===== src/design/tsa_pkg.sv =====
// Package for the temperature sensor alarm core: register map, field layout,
// reset values and timing constants. Assumes a 125 MHz reference clock.
package tsa_pkg;

	// =====================================================================
	// Register bus map, word offsets.
	localparam logic [7:0] TSA_TEMP_OFS = 8'h00;
	localparam logic [7:0] TSA_CFG_OFS = 8'h04;
	localparam logic [7:0] TSA_OTL_OFS = 8'h08;
	localparam logic [7:0] TSA_HYL_OFS = 8'h0c;
	localparam logic [7:0] TSA_STAT_OFS = 8'h10;
	localparam logic [7:0] TSA_MASK_OFS = 8'h14;
	localparam logic [7:0] TSA_SENS_OFS = 8'h18;

	// =====================================================================
	// Configuration field positions and reset values.
	localparam int TSA_CFG_SD_POS = 0;
	localparam int TSA_CFG_INT_POS = 1;
	localparam int TSA_CFG_POL_POS = 2;
	localparam int TSA_CFG_FQ_POS = 3;
	localparam int TSA_CFG_RES_POS = 5;
	localparam logic [7:0] TSA_CFG_RST = 8'h00;
	localparam logic [15:0] TSA_OTL_RST = 16'h5000;
	localparam logic [15:0] TSA_HYL_RST = 16'h4b00;
	localparam logic [15:0] TSA_TEMP_RST = 16'h0000;

	// Status bits: conversion done, alarm asserted.
	localparam int TSA_ST_CONV_POS = 0;
	localparam int TSA_ST_ALM_POS = 1;
	localparam int TSA_ST_W = 2;

	// =====================================================================
	// Timing.
	localparam int TSA_CLK_MHZ = 125;
	localparam int TSA_CONV_9B_MS = 150;
	localparam int TSA_CONV_9B_CYC = TSA_CONV_9B_MS * TSA_CLK_MHZ * 1000;
	localparam int TSA_I2C_MAX_KHZ = 400;
	localparam int TSA_I2C_MIN_HALF_CYC = (TSA_CLK_MHZ * 1000) / (TSA_I2C_MAX_KHZ * 2);

	typedef enum logic [1:0] {TSA_RES_9, TSA_RES_10, TSA_RES_11, TSA_RES_12} tsa_res_t;

endpackage


===== src/design/tsa_i2c_slave.sv =====
// I2C slave for the alarm core: decodes address, pointer and data bytes.
// Assumes SCL and SDA already passed two flip-flops on the reference clock.
`timescale 1ns/100ps
module tsa_i2c_slave
	import tsa_pkg::*;
(
	input wire logic clk_i,
	input wire logic rst_n_i,
	input wire logic scl_i,
	input wire logic sda_i,
	input wire logic [2:0] addr_sel_i,
	output logic sda_oe_n_o,
	output logic [7:0] ptr_o,
	output logic wr_o,
	output logic [7:0] wdata_o,
	output logic wr_first_o,
	output logic rd_o,
	input wire logic [15:0] rdata_i
);

	typedef enum {S_IDLE, S_ADDR, S_AACK, S_WBYTE, S_WACK, S_RBYTE, S_RACK} tsa_i2c_st_t;

	// =====================================================================
	// Edge and condition detection.
	logic scl_q, sda_q, start_c, stop_c, rise_c, fall_c;
	always_ff @(posedge clk_i) begin
		if (!rst_n_i) begin
			scl_q <= 1'b1;
			sda_q <= 1'b1;
		end else begin
			scl_q <= scl_i;
			sda_q <= sda_i;
		end
	end
	assign start_c = scl_i && scl_q && sda_q && !sda_i;
	assign stop_c = scl_i && scl_q && !sda_q && sda_i;
	assign rise_c = scl_i && !scl_q;
	assign fall_c = !scl_i && scl_q;

	// =====================================================================
	// Byte engine.
	tsa_i2c_st_t st_q, st_d;
	logic [7:0] sh_q, sh_d, ptr_q, ptr_d;
	logic [3:0] cnt_q, cnt_d;
	logic [1:0] nb_q, nb_d;
	logic rnw_q, rnw_d, oe_q, oe_d, wr_d, wr_q, rd_d, rd_q, nack_q, nack_d;
	logic [15:0] rsh_q, rsh_d;

	always_comb begin
		st_d = st_q;
		sh_d = sh_q;
		ptr_d = ptr_q;
		cnt_d = cnt_q;
		nb_d = nb_q;
		rnw_d = rnw_q;
		oe_d = oe_q;
		wr_d = 1'b0;
		rd_d = 1'b0;
		nack_d = nack_q;
		rsh_d = rsh_q;
		if (start_c) begin
			st_d = S_ADDR;
			cnt_d = 4'h0;
			oe_d = 1'b1;
		end else if (stop_c) begin
			st_d = S_IDLE;
			oe_d = 1'b1;
		end else begin
			case (st_q)
				S_ADDR, S_WBYTE: begin
					if (rise_c) begin
						sh_d = {sh_q[6:0], sda_i};
						cnt_d = cnt_q + 4'h1;
					end else if (fall_c && cnt_q == 4'h8) begin
						cnt_d = 4'h0;
						if (st_q == S_ADDR) begin
							if (sh_q[7:1] == {4'h9, addr_sel_i}) begin
								rnw_d = sh_q[0];
								oe_d = 1'b0;
								nb_d = 2'h0;
								st_d = S_AACK;
							end else begin
								st_d = S_IDLE;
							end
						end else begin
							oe_d = 1'b0;
							st_d = S_WACK;
							if (nb_q == 2'h0) begin
								ptr_d = sh_q;
							end else begin
								wr_d = 1'b1;
							end
						end
					end
				end
				S_AACK, S_WACK: begin
					if (fall_c) begin
						if (st_q == S_WACK && nb_q != 2'h3) begin
							nb_d = nb_q + 2'h1;
						end
						if (rnw_q) begin
							rd_d = 1'b1;
							rsh_d = rdata_i;
							oe_d = rdata_i[15];
							cnt_d = 4'h1;
							st_d = S_RBYTE;
						end else begin
							oe_d = 1'b1;
							st_d = S_WBYTE;
						end
					end
				end
				S_RBYTE: begin
					if (fall_c) begin
						if (cnt_q == 4'h8) begin
							oe_d = 1'b1;
							st_d = S_RACK;
						end else begin
							oe_d = rsh_q[4'd15 - cnt_q];
							cnt_d = cnt_q + 4'h1;
						end
					end
				end
				S_RACK: begin
					if (rise_c) begin
						nack_d = sda_i;
					end else if (fall_c) begin
						if (nack_q) begin
							st_d = S_IDLE;
						end else begin
							rsh_d = {rsh_q[7:0], 8'h00};
							oe_d = rsh_q[7];
							cnt_d = 4'h1;
							st_d = S_RBYTE;
						end
					end
				end
				default: st_d = S_IDLE;
			endcase
		end
	end

	always_ff @(posedge clk_i) begin
		if (!rst_n_i) begin
			st_q <= S_IDLE;
			sh_q <= 8'h00;
			ptr_q <= 8'h00;
			cnt_q <= 4'h0;
			nb_q <= 2'h0;
			rnw_q <= 1'b0;
			oe_q <= 1'b1;
			wr_q <= 1'b0;
			rd_q <= 1'b0;
			nack_q <= 1'b0;
			rsh_q <= 16'h0000;
		end else begin
			st_q <= st_d;
			sh_q <= sh_d;
			ptr_q <= ptr_d;
			cnt_q <= cnt_d;
			nb_q <= nb_d;
			rnw_q <= rnw_d;
			oe_q <= oe_d;
			wr_q <= wr_d;
			rd_q <= rd_d;
			nack_q <= nack_d;
			rsh_q <= rsh_d;
		end
	end

	assign sda_oe_n_o = oe_q;
	assign ptr_o = ptr_q;
	assign wr_o = wr_q;
	assign wdata_o = sh_q;
	// The byte count advances only after the acknowledge, so the first data byte sees one.
	assign wr_first_o = (nb_q == 2'h1);
	assign rd_o = rd_q;

endmodule


===== src/design/tsa_core.sv =====
// Top of the temperature sensor alarm core: conversion timing, limits,
// alarm logic, register port and I2C access. Assumes the analog front end
// delivers a 12-bit Celsius code on SENSE_CODE_I in the reference domain.
//
// Chosen here: the address map and the plain strobed port.
`timescale 1ns/100ps

module tsa_core
	import tsa_pkg::*;
#(
	parameter int CONV_CYCLES = TSA_CONV_9B_CYC
) (
	input wire logic REF_CLK_I,
	input wire logic RSTN_I,
	input wire logic SCL_I,
	input wire logic SDA_I,
	output logic SDA_O,
	output logic SDA_OE_N_O,
	input wire logic ADDR_SELECT_BIT0_I,
	input wire logic ADDR_SELECT_BIT1_I,
	input wire logic ADDR_SELECT_BIT2_I,
	output logic THERMAL_ALARM_OUT_O,
	output logic THERMAL_ALARM_OUT_OE_N_O,
	input wire logic [11:0] SENSE_CODE_I,
	input wire logic [7:0] ADDR_I,
	input wire logic [31:0] WDATA_I,
	input wire logic WR_I,
	input wire logic RD_I,
	output logic [31:0] RDATA_O,
	output logic IRQ_O
);

	// =====================================================================
	// Pin synchronisers.
	logic [1:0] scl_s_q, sda_s_q;
	logic [2:0] asel_s1_q, asel_s2_q;
	always_ff @(posedge REF_CLK_I) begin
		if (!RSTN_I) begin
			scl_s_q <= 2'b11;
			sda_s_q <= 2'b11;
			asel_s1_q <= 3'h0;
			asel_s2_q <= 3'h0;
		end else begin
			scl_s_q <= {scl_s_q[0], SCL_I};
			sda_s_q <= {sda_s_q[0], SDA_I};
			asel_s1_q <= {ADDR_SELECT_BIT2_I, ADDR_SELECT_BIT1_I, ADDR_SELECT_BIT0_I};
			asel_s2_q <= asel_s1_q;
		end
	end

	// =====================================================================
	// Serial slave.
	logic [7:0] i2c_ptr, i2c_wdata;
	logic i2c_wr, i2c_first, i2c_rd;
	logic [15:0] i2c_rdata;

	// The slave never drives the clock line, it only samples it.
	tsa_i2c_slave u_i2c (
		.clk_i(REF_CLK_I),
		.rst_n_i(RSTN_I),
		.scl_i(scl_s_q[1]),
		.sda_i(sda_s_q[1]),
		.addr_sel_i(asel_s2_q),
		.sda_oe_n_o(SDA_OE_N_O),
		.ptr_o(i2c_ptr),
		.wr_o(i2c_wr),
		.wdata_o(i2c_wdata),
		.wr_first_o(i2c_first),
		.rd_o(i2c_rd),
		.rdata_i(i2c_rdata)
	);
	assign SDA_O = 1'b0;

	// =====================================================================
	// Configuration and limit registers.
	logic [7:0] cfg_q, cfg_d;
	logic [15:0] otl_q, otl_d, hyl_q, hyl_d, temp_q, temp_d;
	logic [TSA_ST_W-1:0] stat_q, stat_d, mask_q, mask_d, ev;
	logic [31:0] rdata_q, rdata_d;
	logic sd, int_mode, alarm_polarity;
	logic [1:0] fq;
	tsa_res_t res;

	assign sd = cfg_q[TSA_CFG_SD_POS];
	assign int_mode = cfg_q[TSA_CFG_INT_POS];
	assign alarm_polarity = cfg_q[TSA_CFG_POL_POS];
	assign fq = cfg_q[TSA_CFG_FQ_POS +: 2];
	assign res = tsa_res_t'(cfg_q[TSA_CFG_RES_POS +: 2]);

	// Serial pointer 0..3 selects result, config, over limit, hysteresis.
	always_comb begin
		case (i2c_ptr[1:0])
			2'h0: i2c_rdata = temp_q;
			2'h1: i2c_rdata = {cfg_q, cfg_q};
			2'h2: i2c_rdata = otl_q;
			default: i2c_rdata = hyl_q;
		endcase
	end

	always_comb begin
		cfg_d = cfg_q;
		otl_d = otl_q;
		hyl_d = hyl_q;
		mask_d = mask_q;
		rdata_d = 32'h0000_0000;
		if (WR_I) begin
			if (ADDR_I == TSA_CFG_OFS) begin
				cfg_d = WDATA_I[7:0];
			end else if (ADDR_I == TSA_OTL_OFS) begin
				otl_d = WDATA_I[15:0];
			end else if (ADDR_I == TSA_HYL_OFS) begin
				hyl_d = WDATA_I[15:0];
			end else if (ADDR_I == TSA_MASK_OFS) begin
				mask_d = WDATA_I[TSA_ST_W-1:0];
			end
		end
		if (i2c_wr) begin
			case (i2c_ptr[1:0])
				2'h1: cfg_d = i2c_wdata;
				2'h2: otl_d = i2c_first ? {i2c_wdata, otl_q[7:0]} : {otl_q[15:8], i2c_wdata};
				2'h3: hyl_d = i2c_first ? {i2c_wdata, hyl_q[7:0]} : {hyl_q[15:8], i2c_wdata};
				default: cfg_d = cfg_q;
			endcase
		end
		if (RD_I) begin
			if (ADDR_I == TSA_TEMP_OFS) begin
				rdata_d = {16'h0000, temp_q};
			end else if (ADDR_I == TSA_CFG_OFS) begin
				rdata_d = {24'h000000, cfg_q};
			end else if (ADDR_I == TSA_OTL_OFS) begin
				rdata_d = {16'h0000, otl_q};
			end else if (ADDR_I == TSA_HYL_OFS) begin
				rdata_d = {16'h0000, hyl_q};
			end else if (ADDR_I == TSA_STAT_OFS) begin
				rdata_d = {30'h0, stat_q};
			end else if (ADDR_I == TSA_MASK_OFS) begin
				rdata_d = {30'h0, mask_q};
			end else if (ADDR_I == TSA_SENS_OFS) begin
				rdata_d = {20'h00000, SENSE_CODE_I};
			end
		end
	end

	// =====================================================================
	// Conversion timing. Each step to a finer resolution doubles the conversion time.
	logic [31:0] conv_cnt_q, conv_cnt_d, conv_len;
	logic conv_done, conv_run_q, conv_run_d;

	always_comb begin
		case (res)
			TSA_RES_9: conv_len = 32'(CONV_CYCLES);
			TSA_RES_10: conv_len = 32'(CONV_CYCLES) << 1;
			TSA_RES_11: conv_len = 32'(CONV_CYCLES) << 2;
			default: conv_len = 32'(CONV_CYCLES) << 3;
		endcase
	end

	// A conversion in progress finishes before standby takes hold.
	always_comb begin
		conv_cnt_d = conv_cnt_q;
		conv_run_d = conv_run_q;
		conv_done = 1'b0;
		if (conv_run_q) begin
			if (conv_cnt_q + 32'h1 >= conv_len) begin
				conv_done = 1'b1;
				conv_cnt_d = 32'h0;
				conv_run_d = !sd;
			end else begin
				conv_cnt_d = conv_cnt_q + 32'h1;
			end
		end else if (!sd) begin
			conv_run_d = 1'b1;
		end
	end

	always_comb begin
		temp_d = temp_q;
		if (conv_done) begin
			case (res)
				TSA_RES_9: temp_d = {SENSE_CODE_I[11:3], 7'h00};
				TSA_RES_10: temp_d = {SENSE_CODE_I[11:2], 6'h00};
				TSA_RES_11: temp_d = {SENSE_CODE_I[11:1], 5'h00};
				default: temp_d = {SENSE_CODE_I, 4'h0};
			endcase
		end
	end

	// =====================================================================
	// Alarm with fault queue.
	logic [15:0] cmp_mask;
	logic [2:0] fq_need, flt_cnt_q, flt_cnt_d;
	logic alm_q, alm_d, arm_q, arm_d, over, under, fault;

	always_comb begin
		case (res)
			TSA_RES_9: cmp_mask = 16'hff80;
			TSA_RES_10: cmp_mask = 16'hffc0;
			TSA_RES_11: cmp_mask = 16'hffe0;
			default: cmp_mask = 16'hfff0;
		endcase
		case (fq)
			2'h0: fq_need = 3'h1;
			2'h1: fq_need = 3'h2;
			2'h2: fq_need = 3'h4;
			default: fq_need = 3'h6;
		endcase
	end

	assign over = $signed(temp_d & cmp_mask) > $signed(otl_q & cmp_mask);
	assign under = $signed(temp_d & cmp_mask) < $signed(hyl_q & cmp_mask);
	// In interrupt mode a cleared alarm re-arms on the opposite crossing, so the
	// crossing direction is kept apart from the alarm itself, which a read clears.
	assign fault = (int_mode && arm_q) ? under : over;

	always_comb begin
		flt_cnt_d = flt_cnt_q;
		alm_d = alm_q;
		arm_d = int_mode ? arm_q : 1'b0;
		if (conv_done) begin
			if (!int_mode) begin
				if (over) begin
					flt_cnt_d = (flt_cnt_q < 3'h6) ? flt_cnt_q + 3'h1 : flt_cnt_q;
					if (flt_cnt_q + 3'h1 >= fq_need) alm_d = 1'b1;
				end else begin
					flt_cnt_d = 3'h0;
					if (under) alm_d = 1'b0;
				end
			end else if (fault) begin
				flt_cnt_d = (flt_cnt_q < 3'h6) ? flt_cnt_q + 3'h1 : flt_cnt_q;
				if (flt_cnt_q + 3'h1 >= fq_need) begin
					alm_d = 1'b1;
					arm_d = !arm_q;
					flt_cnt_d = 3'h0;
				end
			end else begin
				flt_cnt_d = 3'h0;
			end
		end
		if (int_mode && (sd || i2c_rd || RD_I)) alm_d = 1'b0;
	end

	// =====================================================================
	// Interrupt status, set wins over a write-one clear.
	assign ev[TSA_ST_CONV_POS] = conv_done;
	assign ev[TSA_ST_ALM_POS] = alm_d && !alm_q;
	always_comb begin
		stat_d = stat_q;
		if (WR_I && ADDR_I == TSA_STAT_OFS) stat_d = stat_q & ~WDATA_I[TSA_ST_W-1:0];
		stat_d = stat_d | ev;
	end

	always_ff @(posedge REF_CLK_I) begin
		if (!RSTN_I) begin
			cfg_q <= TSA_CFG_RST;
			otl_q <= TSA_OTL_RST;
			hyl_q <= TSA_HYL_RST;
			temp_q <= TSA_TEMP_RST;
			mask_q <= '0;
			stat_q <= '0;
			rdata_q <= 32'h0000_0000;
			conv_cnt_q <= 32'h0;
			conv_run_q <= 1'b0;
			flt_cnt_q <= 3'h0;
			alm_q <= 1'b0;
			arm_q <= 1'b0;
		end else begin
			cfg_q <= cfg_d;
			otl_q <= otl_d;
			hyl_q <= hyl_d;
			temp_q <= temp_d;
			mask_q <= mask_d;
			stat_q <= stat_d;
			rdata_q <= rdata_d;
			conv_cnt_q <= conv_cnt_d;
			conv_run_q <= conv_run_d;
			flt_cnt_q <= flt_cnt_d;
			alm_q <= alm_d;
			arm_q <= arm_d;
		end
	end

	// Polarity zero makes the pin pull low when the alarm is active.
	assign THERMAL_ALARM_OUT_O = 1'b0;
	assign THERMAL_ALARM_OUT_OE_N_O = alarm_polarity ? alm_q : !alm_q;
	assign RDATA_O = rdata_q;
	assign IRQ_O = |(stat_q & mask_q);

endmodule


===== config.mk =====
export PLATFORM = sky130hd
export DESIGN_NAME = tsa_core
export DESIGN_NICKNAME = d
export VERILOG_FILES = /design/src/design/tsa_pkg.sv /design/src/design/tsa_i2c_slave.sv /design/src/design/tsa_core.sv
export SDC_FILE = /design/constraint.sdc
export NUM_CORES = 1
export LEC_CHECK = 0
export BUFFER_PORTS_ARGS = -buffer_cell sky130_fd_sc_hd__buf_2
export CORE_MARGIN = 5
export CORE_UTILIZATION = 60
export CTS_CLUSTER_DIAMETER = 30
export DETAILED_ROUTE_END_ITERATION = 16
export PLACE_DENSITY = 0.81
export SLEW_MARGIN = 10
export SYNTH_ARGS = -nofsm -noshare
export SYNTH_HDL_FRONTEND = slang
export SYNTH_SLANG_ARGS = --single-unit

===== constraint.sdc =====
create_clock -name REF_CLK_I -period 8.91 [get_ports REF_CLK_I]
set_input_delay 0.891 -clock REF_CLK_I [delete_from_list [all_inputs] [get_ports REF_CLK_I]]
set_output_delay 0.891 -clock REF_CLK_I [all_outputs]
set_load 0.05 [all_outputs]

==> implementation parameters, run 1 <==
Parameter                              Value

Run status
  Outcome    finished, final reports clean

Placement
  Placed Cells incl. Taps    1,434
  HPWL after detailed placement    approximately 20,000 um
  Count of buffers from port buffering    between 60 and 70
  Routability congestion estimate from global placement    0.986
  Setup Slack @ Placement    about 2.1 ns

Floorplan
  Initial standard-cell utilization of the core    about three fifths
  Overall die area    approximately 19,000 um2
  # rows    46
  Core footprint    15,900 um2
  Horiz. Die Dim    between 100 and 150 um
  Number of ports placed on the die boundary    98
  Vertical die dimension    roughly 140 um

Timing
  Fin crit period    a little under 7 ns
  Tcrit/Tclk final    between 70% and 80%
  Setup repair after global routing missed its margin    no
  Worst slack on hold paths    around 0.41 ns
  Max Clk Rate    approximately 140 MHz
  Sum of negative setup slack    0 ns
  Setup violations, final    0
  Worst Tran Pin Value    0.956 ns
  Fin. max-slew vios    0
  Final hold vios    0
  Crit path setup slack, layout    ~2.0 ns
  Largest clock skew in the final design    ~0.014 ns
  Worst slew margin relative to its limit    roughly 36%

Cells and area
  Final Net Count    approximately 1,400
  N_diodes    0
  Layout cell share with drive strength beyond 1    12.8%
  Synth-to-Final Area Change    9.19%
  Fin cells    roughly 1,500

Detailed routing
  Total vias in the final route    around 9,000
  Highest routed metal layer    met4
  Detailed route wirelength on metal2    between 10,000 and 15,000 um
  Total routed wire length on the met1 layer    approximately 12,000 um
  Post-DRT Antenna Nets    0
  Via density    between 6 and 7
  First drt pass iteration count    7
  DR iter-0 viols    roughly 1,100
  Remaining DRCs    0
  Routed length per placed instance    roughly 19 um
  Total routed wirelength    ~29,000 um
  Total met3 wirelength after detailed routing    roughly 3300 um

Synth
  Cells after Synth    about 1,200
  Yosys warns    0
  Post-synthesis sequential area ratio    about 33%
  Share of the synthesized area in the top cell type    33.1%
  Number of distinct library cells after synthesis    72
  Cell type contributing the most total cell area after synthesis    sky130_fd_sc_hd__dfxtp_1
  FFs w/ async S/R, synth    0%
  Mean instance size in the synthesized netlist    about 8.0 um2
  Most frequent cell after synthesis    sky130_fd_sc_hd__dfxtp_1
  Most used flip-flop cell after synthesis    sky130_fd_sc_hd__dfxtp_1
  List of most frequent post-synthesis cells    sky130_fd_sc_hd__dfxtp_1 (162), sky130_fd_sc_hd__nand2_1 (133), sky130_fd_sc_hd__nor2_1 (122)
  Post-synth EDFFs    0
  Combined area of all synthesized cells    ~9800 um2
  Flip-flop and latch count after synthesis    between 150 and 200
  Main area contributors after synthesis    sky130_fd_sc_hd__dfxtp_1 (33%), sky130_fd_sc_hd__ha_1 (7.8%), sky130_fd_sc_hd__a21oi_1 (6.0%)

Power and ir drop
  Leakage power of the design    slightly above 4 nW
  Worst vdd rail ir drop    around 0.00013 V
  Post-route total power    ~1.6 mW
  Ratio of total power to cell area    148 nW/um2

Global routing
  Overall overflow remaining after global route    0
  Global-route wire length before repair    between 40,000 and 50,000 um
  Initial antenna violation count    0
  Via count of the first global-routing pass    around 8,400
  Pin count of the biggest net entering global routing    53
  Total routing resource utilization after global routing    between 30 and 40%

Worst setup path
  Required time reported for the critical path endpoint    between 9 and 10 ns
  Data arrival, critical path    7.24 ns
  Register-to-Register Setup Slack    approximately 2 ns
  Origin of the worst setup path    conv_cnt_q[5]$_SDFFE_PN0P_
  Maximum fanout count along the critical path    19
  Category of the critical setup timing path    reg2reg
  Worst setup EP type    register
  Reg2reg end    flt_cnt_q[1]$_SDFFE_PN0N_
  Last element of the critical path    flt_cnt_q[1]$_SDFFE_PN0N_
  Kind of launch point of the worst setup path    register
  Cells on worst reg2reg path    24
  Beginning of the worst register-to-register path    conv_cnt_q[5]$_SDFFE_PN0P_

Clock network
  Maximum buffer depth of the clock tree    2
  Number of buffers inserted for hold repair after clock tree synthesis    0
  H-tree depth    4
  TritonCTS clock tree    yes
  Clk slew on worst S/H paths    0.06 ns
  Cell at the root of the clock tree    sky130_fd_sc_hd__clkbuf_16
  Cts bufs inserted    17
  Clock latency at the later pin of the worst-skew pair    0.43 ns
  Resized Gates After CTS    0
  Clock net sink count    approximately 160
  Number of setup buffers added after CTS    0

Hold path
  Classification of the worst-slack hold path    reg2reg

Flow run
  Total of max-cap violations    0
==> per-layer routing <==
metal  GRT usage [%]  up-vias
met4            8.29        0
met1            41.7     4283
met5               0        -
met2            46.5      552
li1                -     4370
met3            7.74       72
==> per-stage QoR <==
step / util [%] / area [um2]
finish: 67.1 / 10700
global route: 67.1 / 10700
CTS: 67.1 / 10700
detailed placement: 63.2 / 10100
global placement: 63.2 / 10100
floorplan: - / 9860
==> logic make-up (layout without fill, tap and decap cells) <==
group,Yosys count,in the layout,synth area share (%)
buf+inv,142,156,6.33
compound gates,307,307,19.5
other cells,1,18,0.0383
simple gates,464,464,22.9
mux,50,50,7.48
flops,162,162,33.1
fa+ha+maj,61,61,7.79
xor+xnor,32,32,2.86
==> critical path: stages (launching register included) <==
cell                       delay (ns)
sky130_fd_sc_hd__dfxtp_1         0.41
sky130_fd_sc_hd__nand4_1         0.25
sky130_fd_sc_hd__nor2_1          0.36
sky130_fd_sc_hd__nand4_1         0.25
sky130_fd_sc_hd__nor2_1          0.35
sky130_fd_sc_hd__nand3_1         0.25
sky130_fd_sc_hd__nor4_1          0.30
sky130_fd_sc_hd__xor2_1          0.25
sky130_fd_sc_hd__ha_1            0.28
sky130_fd_sc_hd__a21oi_1         0.15
sky130_fd_sc_hd__nor2_1          0.06
sky130_fd_sc_hd__a211oi_1        0.38
sky130_fd_sc_hd__nand3_2         0.22
sky130_fd_sc_hd__o21ai_4         0.67
sky130_fd_sc_hd__mux2_2          0.44
sky130_fd_sc_hd__ha_1            0.27
sky130_fd_sc_hd__inv_1           0.04
sky130_fd_sc_hd__or3_1           0.32
sky130_fd_sc_hd__a211oi_1        0.22
sky130_fd_sc_hd__o21ai_0         0.20
sky130_fd_sc_hd__a21o_1          0.27
sky130_fd_sc_hd__or2_2           0.28
sky130_fd_sc_hd__nand3_1         0.14
sky130_fd_sc_hd__o21ai_1         0.12
sky130_fd_sc_hd__a221oi_1        0.30
==> how the worst min path moves through the flow <==
stage | to | depth (start not counted) | start | slack, ns
5_1_grt | sda_s_q[1]$_SDFF_PN1_ | 1 | sda_s_q[0]$_SDFF_PN1_ | 0.43
2_1_floorplan | scl_s_q[1]$_SDFF_PN1_ | 1 | scl_s_q[0]$_SDFF_PN1_ | 0.39
4_1_cts | scl_s_q[1]$_SDFF_PN1_ | 1 | scl_s_q[0]$_SDFF_PN1_ | 0.41
6_report | scl_s_q[1]$_SDFF_PN1_ | 1 | scl_s_q[0]$_SDFF_PN1_ | 0.41
3_5_place_dp | sda_s_q[1]$_SDFF_PN1_ | 1 | sda_s_q[0]$_SDFF_PN1_ | 0.39
3_3_place_gp | scl_s_q[1]$_SDFF_PN1_ | 1 | scl_s_q[0]$_SDFF_PN1_ | 0.39
==> layout make-up <==
cell class	instances	area [um2]
Inverter	55	206
Clock inverter	14	178
Timing Repair Buffer	69	360
Sequential cell	162	3240
Fill cell	1328	5240
Tap cell	216	270
Clock buffer	18	439
Multi-Input combinational cell	932	6000
==> report_power, final <==
part           switching, mW  internal (mW)
clock network          0.317          0.452
registers            0.00431          0.728
logic                 0.0626         0.0211
total                  0.384           1.20
==> cell usage in the layout, fill, tap and decap left out, types with 6 or more instances in the layout <==
cell / Yosys / routed
sky130_fd_sc_hd__a211oi_1: 12 / 12
sky130_fd_sc_hd__a21o_1: 10 / 10
sky130_fd_sc_hd__a21oi_1: 117 / 117
sky130_fd_sc_hd__a22o_1: 10 / 10
sky130_fd_sc_hd__a22oi_1: 12 / 12
sky130_fd_sc_hd__a31oi_1: 16 / 16
sky130_fd_sc_hd__and2_1: 20 / 20
sky130_fd_sc_hd__and3_1: 14 / 14
sky130_fd_sc_hd__buf_2: 5 / 63
sky130_fd_sc_hd__buf_4: 18 / 6
sky130_fd_sc_hd__clkbuf_16: 0 / 17
sky130_fd_sc_hd__conb_1: 1 / 18
sky130_fd_sc_hd__dfxtp_1: 162 / 162
sky130_fd_sc_hd__ha_1: 61 / 61
sky130_fd_sc_hd__inv_1: 53 / 53
sky130_fd_sc_hd__mux2_2: 16 / 16
sky130_fd_sc_hd__mux2i_1: 17 / 17
sky130_fd_sc_hd__mux4_2: 17 / 17
sky130_fd_sc_hd__nand2_1: 133 / 133
sky130_fd_sc_hd__nand2b_1: 18 / 18
sky130_fd_sc_hd__nand3_1: 48 / 48
sky130_fd_sc_hd__nand3b_1: 10 / 10
sky130_fd_sc_hd__nand4_1: 25 / 25
sky130_fd_sc_hd__nor2_1: 122 / 122
sky130_fd_sc_hd__nor2b_1: 8 / 8
sky130_fd_sc_hd__nor3_1: 21 / 21
sky130_fd_sc_hd__nor4_1: 6 / 6
sky130_fd_sc_hd__o21ai_0: 58 / 58
sky130_fd_sc_hd__o221ai_1: 31 / 31
sky130_fd_sc_hd__o22ai_1: 9 / 9
sky130_fd_sc_hd__or2_2: 10 / 10
sky130_fd_sc_hd__or3_1: 9 / 9
sky130_fd_sc_hd__xnor2_1: 18 / 18
sky130_fd_sc_hd__xor2_1: 14 / 14
==> flip-flops by register name (all words and copies together), names as in the netlist, 3 cells and up <==
| signal | count |
|---|---|
| temp_q | 12 |
| otl_q | 16 |
| asel_s1_q | 3 |
| u_i2c.cnt_q | 4 |
| u_i2c.rsh_q | 16 |
| asel_s2_q | 3 |
| RDATA_O | 16 |
| u_i2c.wdata_o | 8 |
| cfg_q | 8 |
| hyl_q | 16 |
| conv_cnt_q | 32 |
| u_i2c.st_q | 3 |
| flt_cnt_q | 3 |
No activity file was read; power rests on OpenSTA's default activity.
==> inputs of run 2 (changes only) <==
--- a/config.mk
+++ b/config.mk
@@ -5,6 +5,7 @@
 export SDC_FILE = /design/constraint.sdc
 export NUM_CORES = 1
 export LEC_CHECK = 0
+export ABC_AREA = 1
 export BUFFER_PORTS_ARGS = -buffer_cell sky130_fd_sc_hd__buf_2
 export CORE_MARGIN = 5
 export CORE_UTILIZATION = 60
==> constraint.sdc (replaced) <==
create_clock -name REF_CLK_I -period 6.76 [get_ports REF_CLK_I]
set_input_delay 0.676 -clock REF_CLK_I [delete_from_list [all_inputs] [get_ports REF_CLK_I]]
set_output_delay 0.676 -clock REF_CLK_I [all_outputs]
set_load 0.05 [all_outputs]
==> run 2 against run 1 <==
Compared with the run above:
- routed wire length rose by 5.5%
- non-clock buffer count is 1 higher
- first-iteration DRC count fell by 19%
- worst setup slack got worse by 0.93 ns
- global-route usage grew 0.33 points
- area after synthesis grew 2.4%
- largest cell class unchanged
==> implementation parameters, run 2 <==
Parameter                              Value

Cells and area
  Fin cells    roughly 1,700
  Final Net Count    between 1,500 and 2,000
  Commonest cells after routing, fill and taps aside    sky130_fd_sc_hd__nand2_1 (245), sky130_fd_sc_hd__inv_1 (197), sky130_fd_sc_hd__nor2_1 (169)
  Register ranked first by flip-flop count    conv_cnt_q
  Synth-to-Final Area Change    9.63%
  N_diodes    0
  Finished layout cell area    between 10,000 and 15,000 um2
  Layout fillers    1,484
  Largest register FFs    32
  Leading cell type in the layout, fill and taps excluded    sky130_fd_sc_hd__nand2_1
  Layout cell share with drive strength beyond 1    under 10%

Worst setup path
  Register-to-Register Setup Slack    between 1 and 1.5 ns
  Most common cell type on the critical path    sky130_fd_sc_hd__nand2_1
  Slowest CP cell    sky130_fd_sc_hd__dfxtp_1
  Cells on worst reg2reg path    35
  Worst stage delay on the critical path    0.40 ns
  Data arrival, critical path    6.03 ns
  Origin of the worst setup path    conv_cnt_q[2]$_SDFFE_PN0P_
  Beginning of the worst register-to-register path    conv_cnt_q[2]$_SDFFE_PN0P_
  Worst setup EP type    register
  Maximum fanout count along the critical path    26
  Kind of launch point of the worst setup path    register
  Required time reported for the critical path endpoint    ~7.1 ns
  Category of the critical setup timing path    reg2reg
  Reg2reg end    stat_q[1]$_SDFF_PN0_

Timing
  Worst Tran Pin Value    1.02 ns
  Tcrit/Tclk final    84.3%
  Max Clk Rate    176 MHz
  Setup repair after global routing missed its margin    no
  Crit path setup slack, layout    1.06 ns
  Fin. max-slew vios    0
  Setup violations, final    0
  Fin crit period    ~5.7 ns
  Final hold vios    0
  Sum of negative setup slack    0 ns
  Largest clock skew in the final design    0.0120 ns
  Worst slew margin relative to its limit    32.0%

Synth
  Cells after Synth    ~1,500
  Most used flip-flop cell after synthesis    sky130_fd_sc_hd__dfxtp_1
  Number of distinct library cells after synthesis    52
  Main area contributors after synthesis    sky130_fd_sc_hd__dfxtp_1 (32%), sky130_fd_sc_hd__nand2_1 (9.2%), sky130_fd_sc_hd__ha_1 (7.6%)
  FFs w/ async S/R, synth    0%
  Mean instance size in the synthesized netlist    6.89 um2
  Most frequent cell after synthesis    sky130_fd_sc_hd__nand2_1
  Combined area of all synthesized cells    between 10,000 and 15,000 um2
  Cell type contributing the most total cell area after synthesis    sky130_fd_sc_hd__dfxtp_1
  Flip-flop and latch count after synthesis    roughly 160
  List of most frequent post-synthesis cells    sky130_fd_sc_hd__nand2_1 (245), sky130_fd_sc_hd__inv_1 (197), sky130_fd_sc_hd__nor2_1 (169)
  Share of the synthesized area in the top cell type    32.3%
  Post-synthesis sequential area ratio    roughly 32%
  Yosys warns    0
  Post-synth EDFFs    0

Clock network
  TritonCTS clock tree    yes
  Clk slew on worst S/H paths    around 0.07 ns
  Resized Gates After CTS    0
  Cts bufs inserted    17
  H-tree depth    4
  Maximum buffer depth of the clock tree    2
  Number of buffers inserted for hold repair after clock tree synthesis    0
  Clock net sink count    162
  Clock latency at the later pin of the worst-skew pair    ~0.44 ns
  Number of setup buffers added after CTS    0
  Cell at the root of the clock tree    sky130_fd_sc_hd__clkbuf_16

Global routing
  Most Crowded Layer GR    met2
  Total routing resource utilization after global routing    between 30% and 40%
  Met2 usage    between 50% and 60%
  GR Layer Usage met1    between 30% and 40%
  Initial antenna violation count    0
  Pin count of the biggest net entering global routing    just over 80
  Via count of the first global-routing pass    9,545
  Grt met3 use    approximately 5.2%
  Overall overflow remaining after global route    0
  Global-route wire length before repair    between 40,000 and 50,000 um

Detailed routing
  DR iter-0 viols    between 900 and 1,000
  Via density    roughly 6
  Post-DRT Antenna Nets    0
  Total vias in the final route    roughly 10,000
  Routed length per placed instance    roughly 17 um
  First drt pass iteration count    7
  Total routed wirelength    30,100 um
  Remaining DRCs    0

Floorplan
  Number of ports placed on the die boundary    just under 100
  Overall die area    around 19,000 um2
  Vertical die dimension    around 140 um
  # rows    between 40 and 50
  Horiz. Die Dim    about 140 um
  Initial standard-cell utilization of the core    60.7%
  Core footprint    roughly 17,000 um2

Run status
  Outcome    finished, final reports clean

Placement
  Count of buffers from port buffering    between 60 and 70
  Routability congestion estimate from global placement    around 1.0
  Placed Cells incl. Taps    1,702
  HPWL after detailed placement    approximately 23,000 um
  Area after detailed placement    about 10,000 um2
  Setup Slack @ Placement    roughly 1.1 ns

Hold path
  Worst hold path cell count    1
  Classification of the worst-slack hold path    reg2reg
  Terminating pin of the worst hold path    scl_s_q[1]$_SDFF_PN1_
  Worst Min Path Start    scl_s_q[0]$_SDFF_PN1_

Flow run
  Total of max-cap violations    0

Power and ir drop
  Ratio of total power to cell area    between 150 and 200 nW/um2
  Worst vdd rail ir drop    0.000183 V
  Leakage power of the design    4.68 nW
==> run 2: per-stage QoR <==
stage	util (%)	total power [mW]	hold slack, ns
3_3_place_gp	63.1	1.09	0.394
2_1_floorplan	-	1.06	0.390
5_1_grt	66.6	2.09	0.423
3_5_place_dp	63.1	1.09	0.396
6_report	66.6	2.03	0.411
4_1_cts	66.6	2.03	0.407
==> run 2: how the worst max path moves through the flow <==
stage	cells past startpoint	slack (ns)	end
floorplan	36	2.14	stat_q[1]$_SDFF_PN0_
global placement	35	1.19	stat_q[1]$_SDFF_PN0_
detailed placement	35	1.11	stat_q[1]$_SDFF_PN0_
CTS	35	1.09	stat_q[1]$_SDFF_PN0_
global route	35	0.51	stat_q[1]$_SDFF_PN0_
finish	35	1.06	stat_q[1]$_SDFF_PN0_
==> run 2: where the power goes <==
part / switching (mW) / leakage [nW] / total, mW / internal, mW
clock network: 0.418 / 0.275 / 0.963 / 0.545
registers: 0.00609 / 1.31 / 0.967 / 0.960
logic: 0.0777 / 3.10 / 0.102 / 0.0238
==> run 2: per-layer routing <==
| metal | vias up | share of wire, % |
|---|---|---|
| met5 | - | 0 |
| met4 | 0 | 3.8 |
| met3 | 80 | 8.7 |
| met2 | 487 | 47 |
| met1 | 4636 | 40 |
| li1 | 4966 | - |
==> run 2: cells by family after synthesis <==
logic type                 synth area share (%)
adders and majority gates                  7.61
other                                    0.0374
buffers and inverters                      10.9
DFF                                        32.3
and+or+nand+nor                            23.1
muxes                                     0.299
AOI/OAI and AO/OA                          23.7
xor gates and xnor gates                   2.09
==> run 2: area by class of cell <==
cell class	instances	area, um2	share of cell area (%)
inverter	208	782	7.11
clock buffer	20	437	3.97
multi-input combinational	1042	5770	52.4
timing repair buffer	70	368	3.34
sequential	162	3240	29.5
tap	220	275	2.50
clock inverter	11	130	1.18
==> run 2: critical path: cells and delay by family (launching register included) <==
family	cells	cell delay [ns]
xor gates and xnor gates	2	0.31
AOI/OAI and AO/OA	6	1.07
and+or+nand+nor	21	2.66
DFF	1	0.40
buffers and inverters	4	0.51
adders and majority gates	2	0.64
==> inputs of run 3 (changes only) <==
--- a/config.mk
+++ b/config.mk
@@ -5,7 +5,7 @@
 export SDC_FILE = /design/constraint.sdc
 export NUM_CORES = 1
 export LEC_CHECK = 0
-export ABC_AREA = 1
+export ABC_AREA = 0
 export BUFFER_PORTS_ARGS = -buffer_cell sky130_fd_sc_hd__buf_2
 export CORE_MARGIN = 5
 export CORE_UTILIZATION = 60
==> constraint.sdc (replaced) <==
create_clock -name REF_CLK_I -period 5.7 [get_ports REF_CLK_I]
set_input_delay 0.57 -clock REF_CLK_I [delete_from_list [all_inputs] [get_ports REF_CLK_I]]
set_output_delay 0.57 -clock REF_CLK_I [all_outputs]
set_load 0.05 [all_outputs]
==> run 3 against run 2 <==
Compared with the run above:
- sequential share of layout area shrank 0.84 points
- clock power up 30%
- count of clock-buffer cells in the layout is 2 lower
- fmax rose by 3.8%
- via count is 4.4% lower
- critical endpoint is now flt_cnt_q[1]$_SDFFE_PN0N_
==> implementation parameters, run 3 (synthesized netlist as in run 1, its figures left out) <==
Parameter                              Value

Cells and area
  Register ranked first by flip-flop count    conv_cnt_q
  Utilization after layout    between 70% and 80%
  Layout cell share with drive strength beyond 1    19.0%
  Final Net Count    1,412
  Largest register FFs    32
  Finished layout cell area    between 10,000 and 15,000 um2
  N_diodes    0
  Leading cell type in the layout, fill and taps excluded    sky130_fd_sc_hd__dfxtp_1
  Synth-to-Final Area Change    15.7%
  Commonest cells after routing, fill and taps aside    sky130_fd_sc_hd__dfxtp_1 (158), sky130_fd_sc_hd__nand2_1 (133), sky130_fd_sc_hd__nor2_1 (117)

Power and ir drop
  Post-route total power    between 2 and 3 mW
  Worst vdd rail ir drop    0.000223 V
  Leakage power of the design    4.46 nW
  Ratio of total power to cell area    between 200 and 250 nW/um2

Worst setup path
  Required time reported for the critical path endpoint    6.05 ns
  Maximum fanout count along the critical path    7
  Kind of launch point of the worst setup path    register
  Category of the critical setup timing path    reg2reg
  Worst setup EP type    register
  Data arrival, critical path    5.83 ns

Global routing
  Overall overflow remaining after global route    0
  Initial antenna violation count    0
  Global-route wire length before repair    about 46,000 um
  Pin count of the biggest net entering global routing    74
  Total routing resource utilization after global routing    31.4%
  Via count of the first global-routing pass    between 8,000 and 9,000

Placement
  Count of buffers from port buffering    63
  Routability congestion estimate from global placement    slightly below 1
  HPWL after detailed placement    21,000 um
  Area after detailed placement    10,500 um2
  Setup Slack @ Placement    -0.127 ns

Timing
  Worst Tran Pin Value    approximately 1.2 ns
  Setup violations, final    0
  Fin crit period    around 5.5 ns
  Crit path setup slack, layout    ~0.21 ns
  Fin. max-slew vios    0
  Worst slew margin relative to its limit    a little over a fifth
  Worst slack on hold paths    roughly 0.32 ns
  Max Clk Rate    182 MHz
  Final hold vios    0
  Largest clock skew in the final design    0.0143 ns
  Tcrit/Tclk final    96.3%

Floorplan
  Number of ports placed on the die boundary    roughly 100
  Vertical die dimension    around 140 um
  Horiz. Die Dim    around 140 um
  Initial standard-cell utilization of the core    61.5%
  Overall die area    around 19,000 um2
  # rows    46
  Core footprint    ~16,000 um2

Detailed routing
  Remaining DRCs    0
  Via density    6.40
  First drt pass iteration count    6
  Post-DRT Antenna Nets    0
  Total routed wirelength    29,900 um
  DR iter-0 viols    between 1,000 and 1,500
  Total vias in the final route    9,717
  Routed length per placed instance    between 15 and 20 um

Clock network
  Cts bufs inserted    17
  Clock latency at the later pin of the worst-skew pair    0.44 ns
  H-tree depth    4
  Clk slew on worst S/H paths    ~0.060 ns
  Maximum buffer depth of the clock tree    2
  Clock net sink count    162
  Cell at the root of the clock tree    sky130_fd_sc_hd__clkbuf_16
  TritonCTS clock tree    yes
  Number of buffers inserted for hold repair after clock tree synthesis    0

Run status
  Outcome    finished, final reports clean

Hold path
  Classification of the worst-slack hold path    in2reg

Flow run
  Total of max-cap violations    0
-- run 3: changes by cell type in the layout (fill, tap and decap cells not counted), moves of 16 or more --
cell | previous run | this run
sky130_fd_sc_hd__buf_4 | 7 | 58
sky130_fd_sc_hd__mux4_2 | 0 | 17
sky130_fd_sc_hd__inv_1 | 197 | 53
sky130_fd_sc_hd__a221oi_1 | 17 | 0
sky130_fd_sc_hd__a22oi_1 | 28 | 12
sky130_fd_sc_hd__o21ai_0 | 120 | 54
sky130_fd_sc_hd__and2_1 | 0 | 20
sky130_fd_sc_hd__nand2_1 | 245 | 133
sky130_fd_sc_hd__nor2_1 | 169 | 117
sky130_fd_sc_hd__o221ai_1 | 13 | 31
sky130_fd_sc_hd__nand2b_1 | 0 | 18
sky130_fd_sc_hd__a21oi_1 | 138 | 114
sky130_fd_sc_hd__mux2_2 | 0 | 16
-- run 3: report_power, final --
part	switching, mW	internal [mW]	leakage, nW
clock	0.500	0.751	0.308
combinational	0.0991	0.0335	2.84
sequential	0.00683	1.14	1.31
total	0.606	1.92	4.46
-- run 3: timing repair --
| item | CTS | global route |
|---|---|---|
| endpoints found under the setup margin | 5 | 6 |
| buffers inserted | 1 | 2 |
| pin swaps | 1 | 20 |
| resized for setup | 6 | 40 |
| hold endpoints to repair | 0 | 0 |
-- run 3: final cells by class --
type / instances / area, um2
tap: 216 / 270
fill: 1230 / 4600
clock buffer: 18 / 439
timing repair buffer: 122 / 771
sequential: 162 / 3250
clock inverter: 14 / 201
multi-input combinational: 932 / 6200
inverter: 55 / 206
-- run 3: layer usage --
| metal | vias to the layer above | share of wire (%) | GRT usage, % |
|---|---|---|---|
| met2 | 622 | 45 | 48.3 |
| met4 | 0 | 3.8 | 13.7 |
| met5 | - | 0 | 0 |
| met1 | 4517 | 39 | 41.8 |
| li1 | 4467 | - | - |
| met3 | 111 | 11 | 7.85 |
-- run 3: path summary, 6_finish.rpt --
check	startpoint	to	slack, ns	depth (start not counted)
hold reg to reg	sda_s_q[0]$_SDFF_PN1_	sda_s_q[1]$_SDFF_PN1_	0.41	1
setup reg to reg	conv_cnt_q[7]$_SDFFE_PN0P_	flt_cnt_q[1]$_SDFFE_PN0N_	0.21	26
hold / removal	SCL_I	scl_s_q[0]$_SDFF_PN1_	0.32	2
setup / recovery	conv_cnt_q[7]$_SDFFE_PN0P_	flt_cnt_q[1]$_SDFFE_PN0N_	0.21	26
-- run 3: through the flow --
step           setup TNS (ns)  cells
2_1_floorplan               0   1236
3_3_place_gp          -0.0134   1484
3_5_place_dp           -0.233   1484
4_1_cts                     0   1517
5_1_grt                -0.187   1519
6_report                    0   1519
-- run 3: worst max-delay path: stages (launching register included) --
cell and delay (ns):
sky130_fd_sc_hd__dfxtp_1 0.35, sky130_fd_sc_hd__nand4_1 0.21, sky130_fd_sc_hd__nor2_2 0.17, sky130_fd_sc_hd__nand4_1 0.14, sky130_fd_sc_hd__nor2_2 0.18, sky130_fd_sc_hd__buf_4 0.16, sky130_fd_sc_hd__nand3_1 0.12, sky130_fd_sc_hd__xnor2_2 0.23
sky130_fd_sc_hd__ha_1 0.27, sky130_fd_sc_hd__nand4_1 0.11, sky130_fd_sc_hd__nor3_1 0.06, sky130_fd_sc_hd__a41o_1 0.24, sky130_fd_sc_hd__o31a_1 0.30, sky130_fd_sc_hd__o21a_2 0.23, sky130_fd_sc_hd__o21ai_4 0.16, sky130_fd_sc_hd__buf_12 0.15
sky130_fd_sc_hd__buf_4 0.12, sky130_fd_sc_hd__mux2_2 0.35, sky130_fd_sc_hd__ha_1 0.18, sky130_fd_sc_hd__or3_1 0.40, sky130_fd_sc_hd__a211oi_2 0.18, sky130_fd_sc_hd__o21ai_2 0.12, sky130_fd_sc_hd__a21o_1 0.21, sky130_fd_sc_hd__or2_2 0.31
sky130_fd_sc_hd__nand3_4 0.11, sky130_fd_sc_hd__o21ai_2 0.08, sky130_fd_sc_hd__a221oi_2 0.25
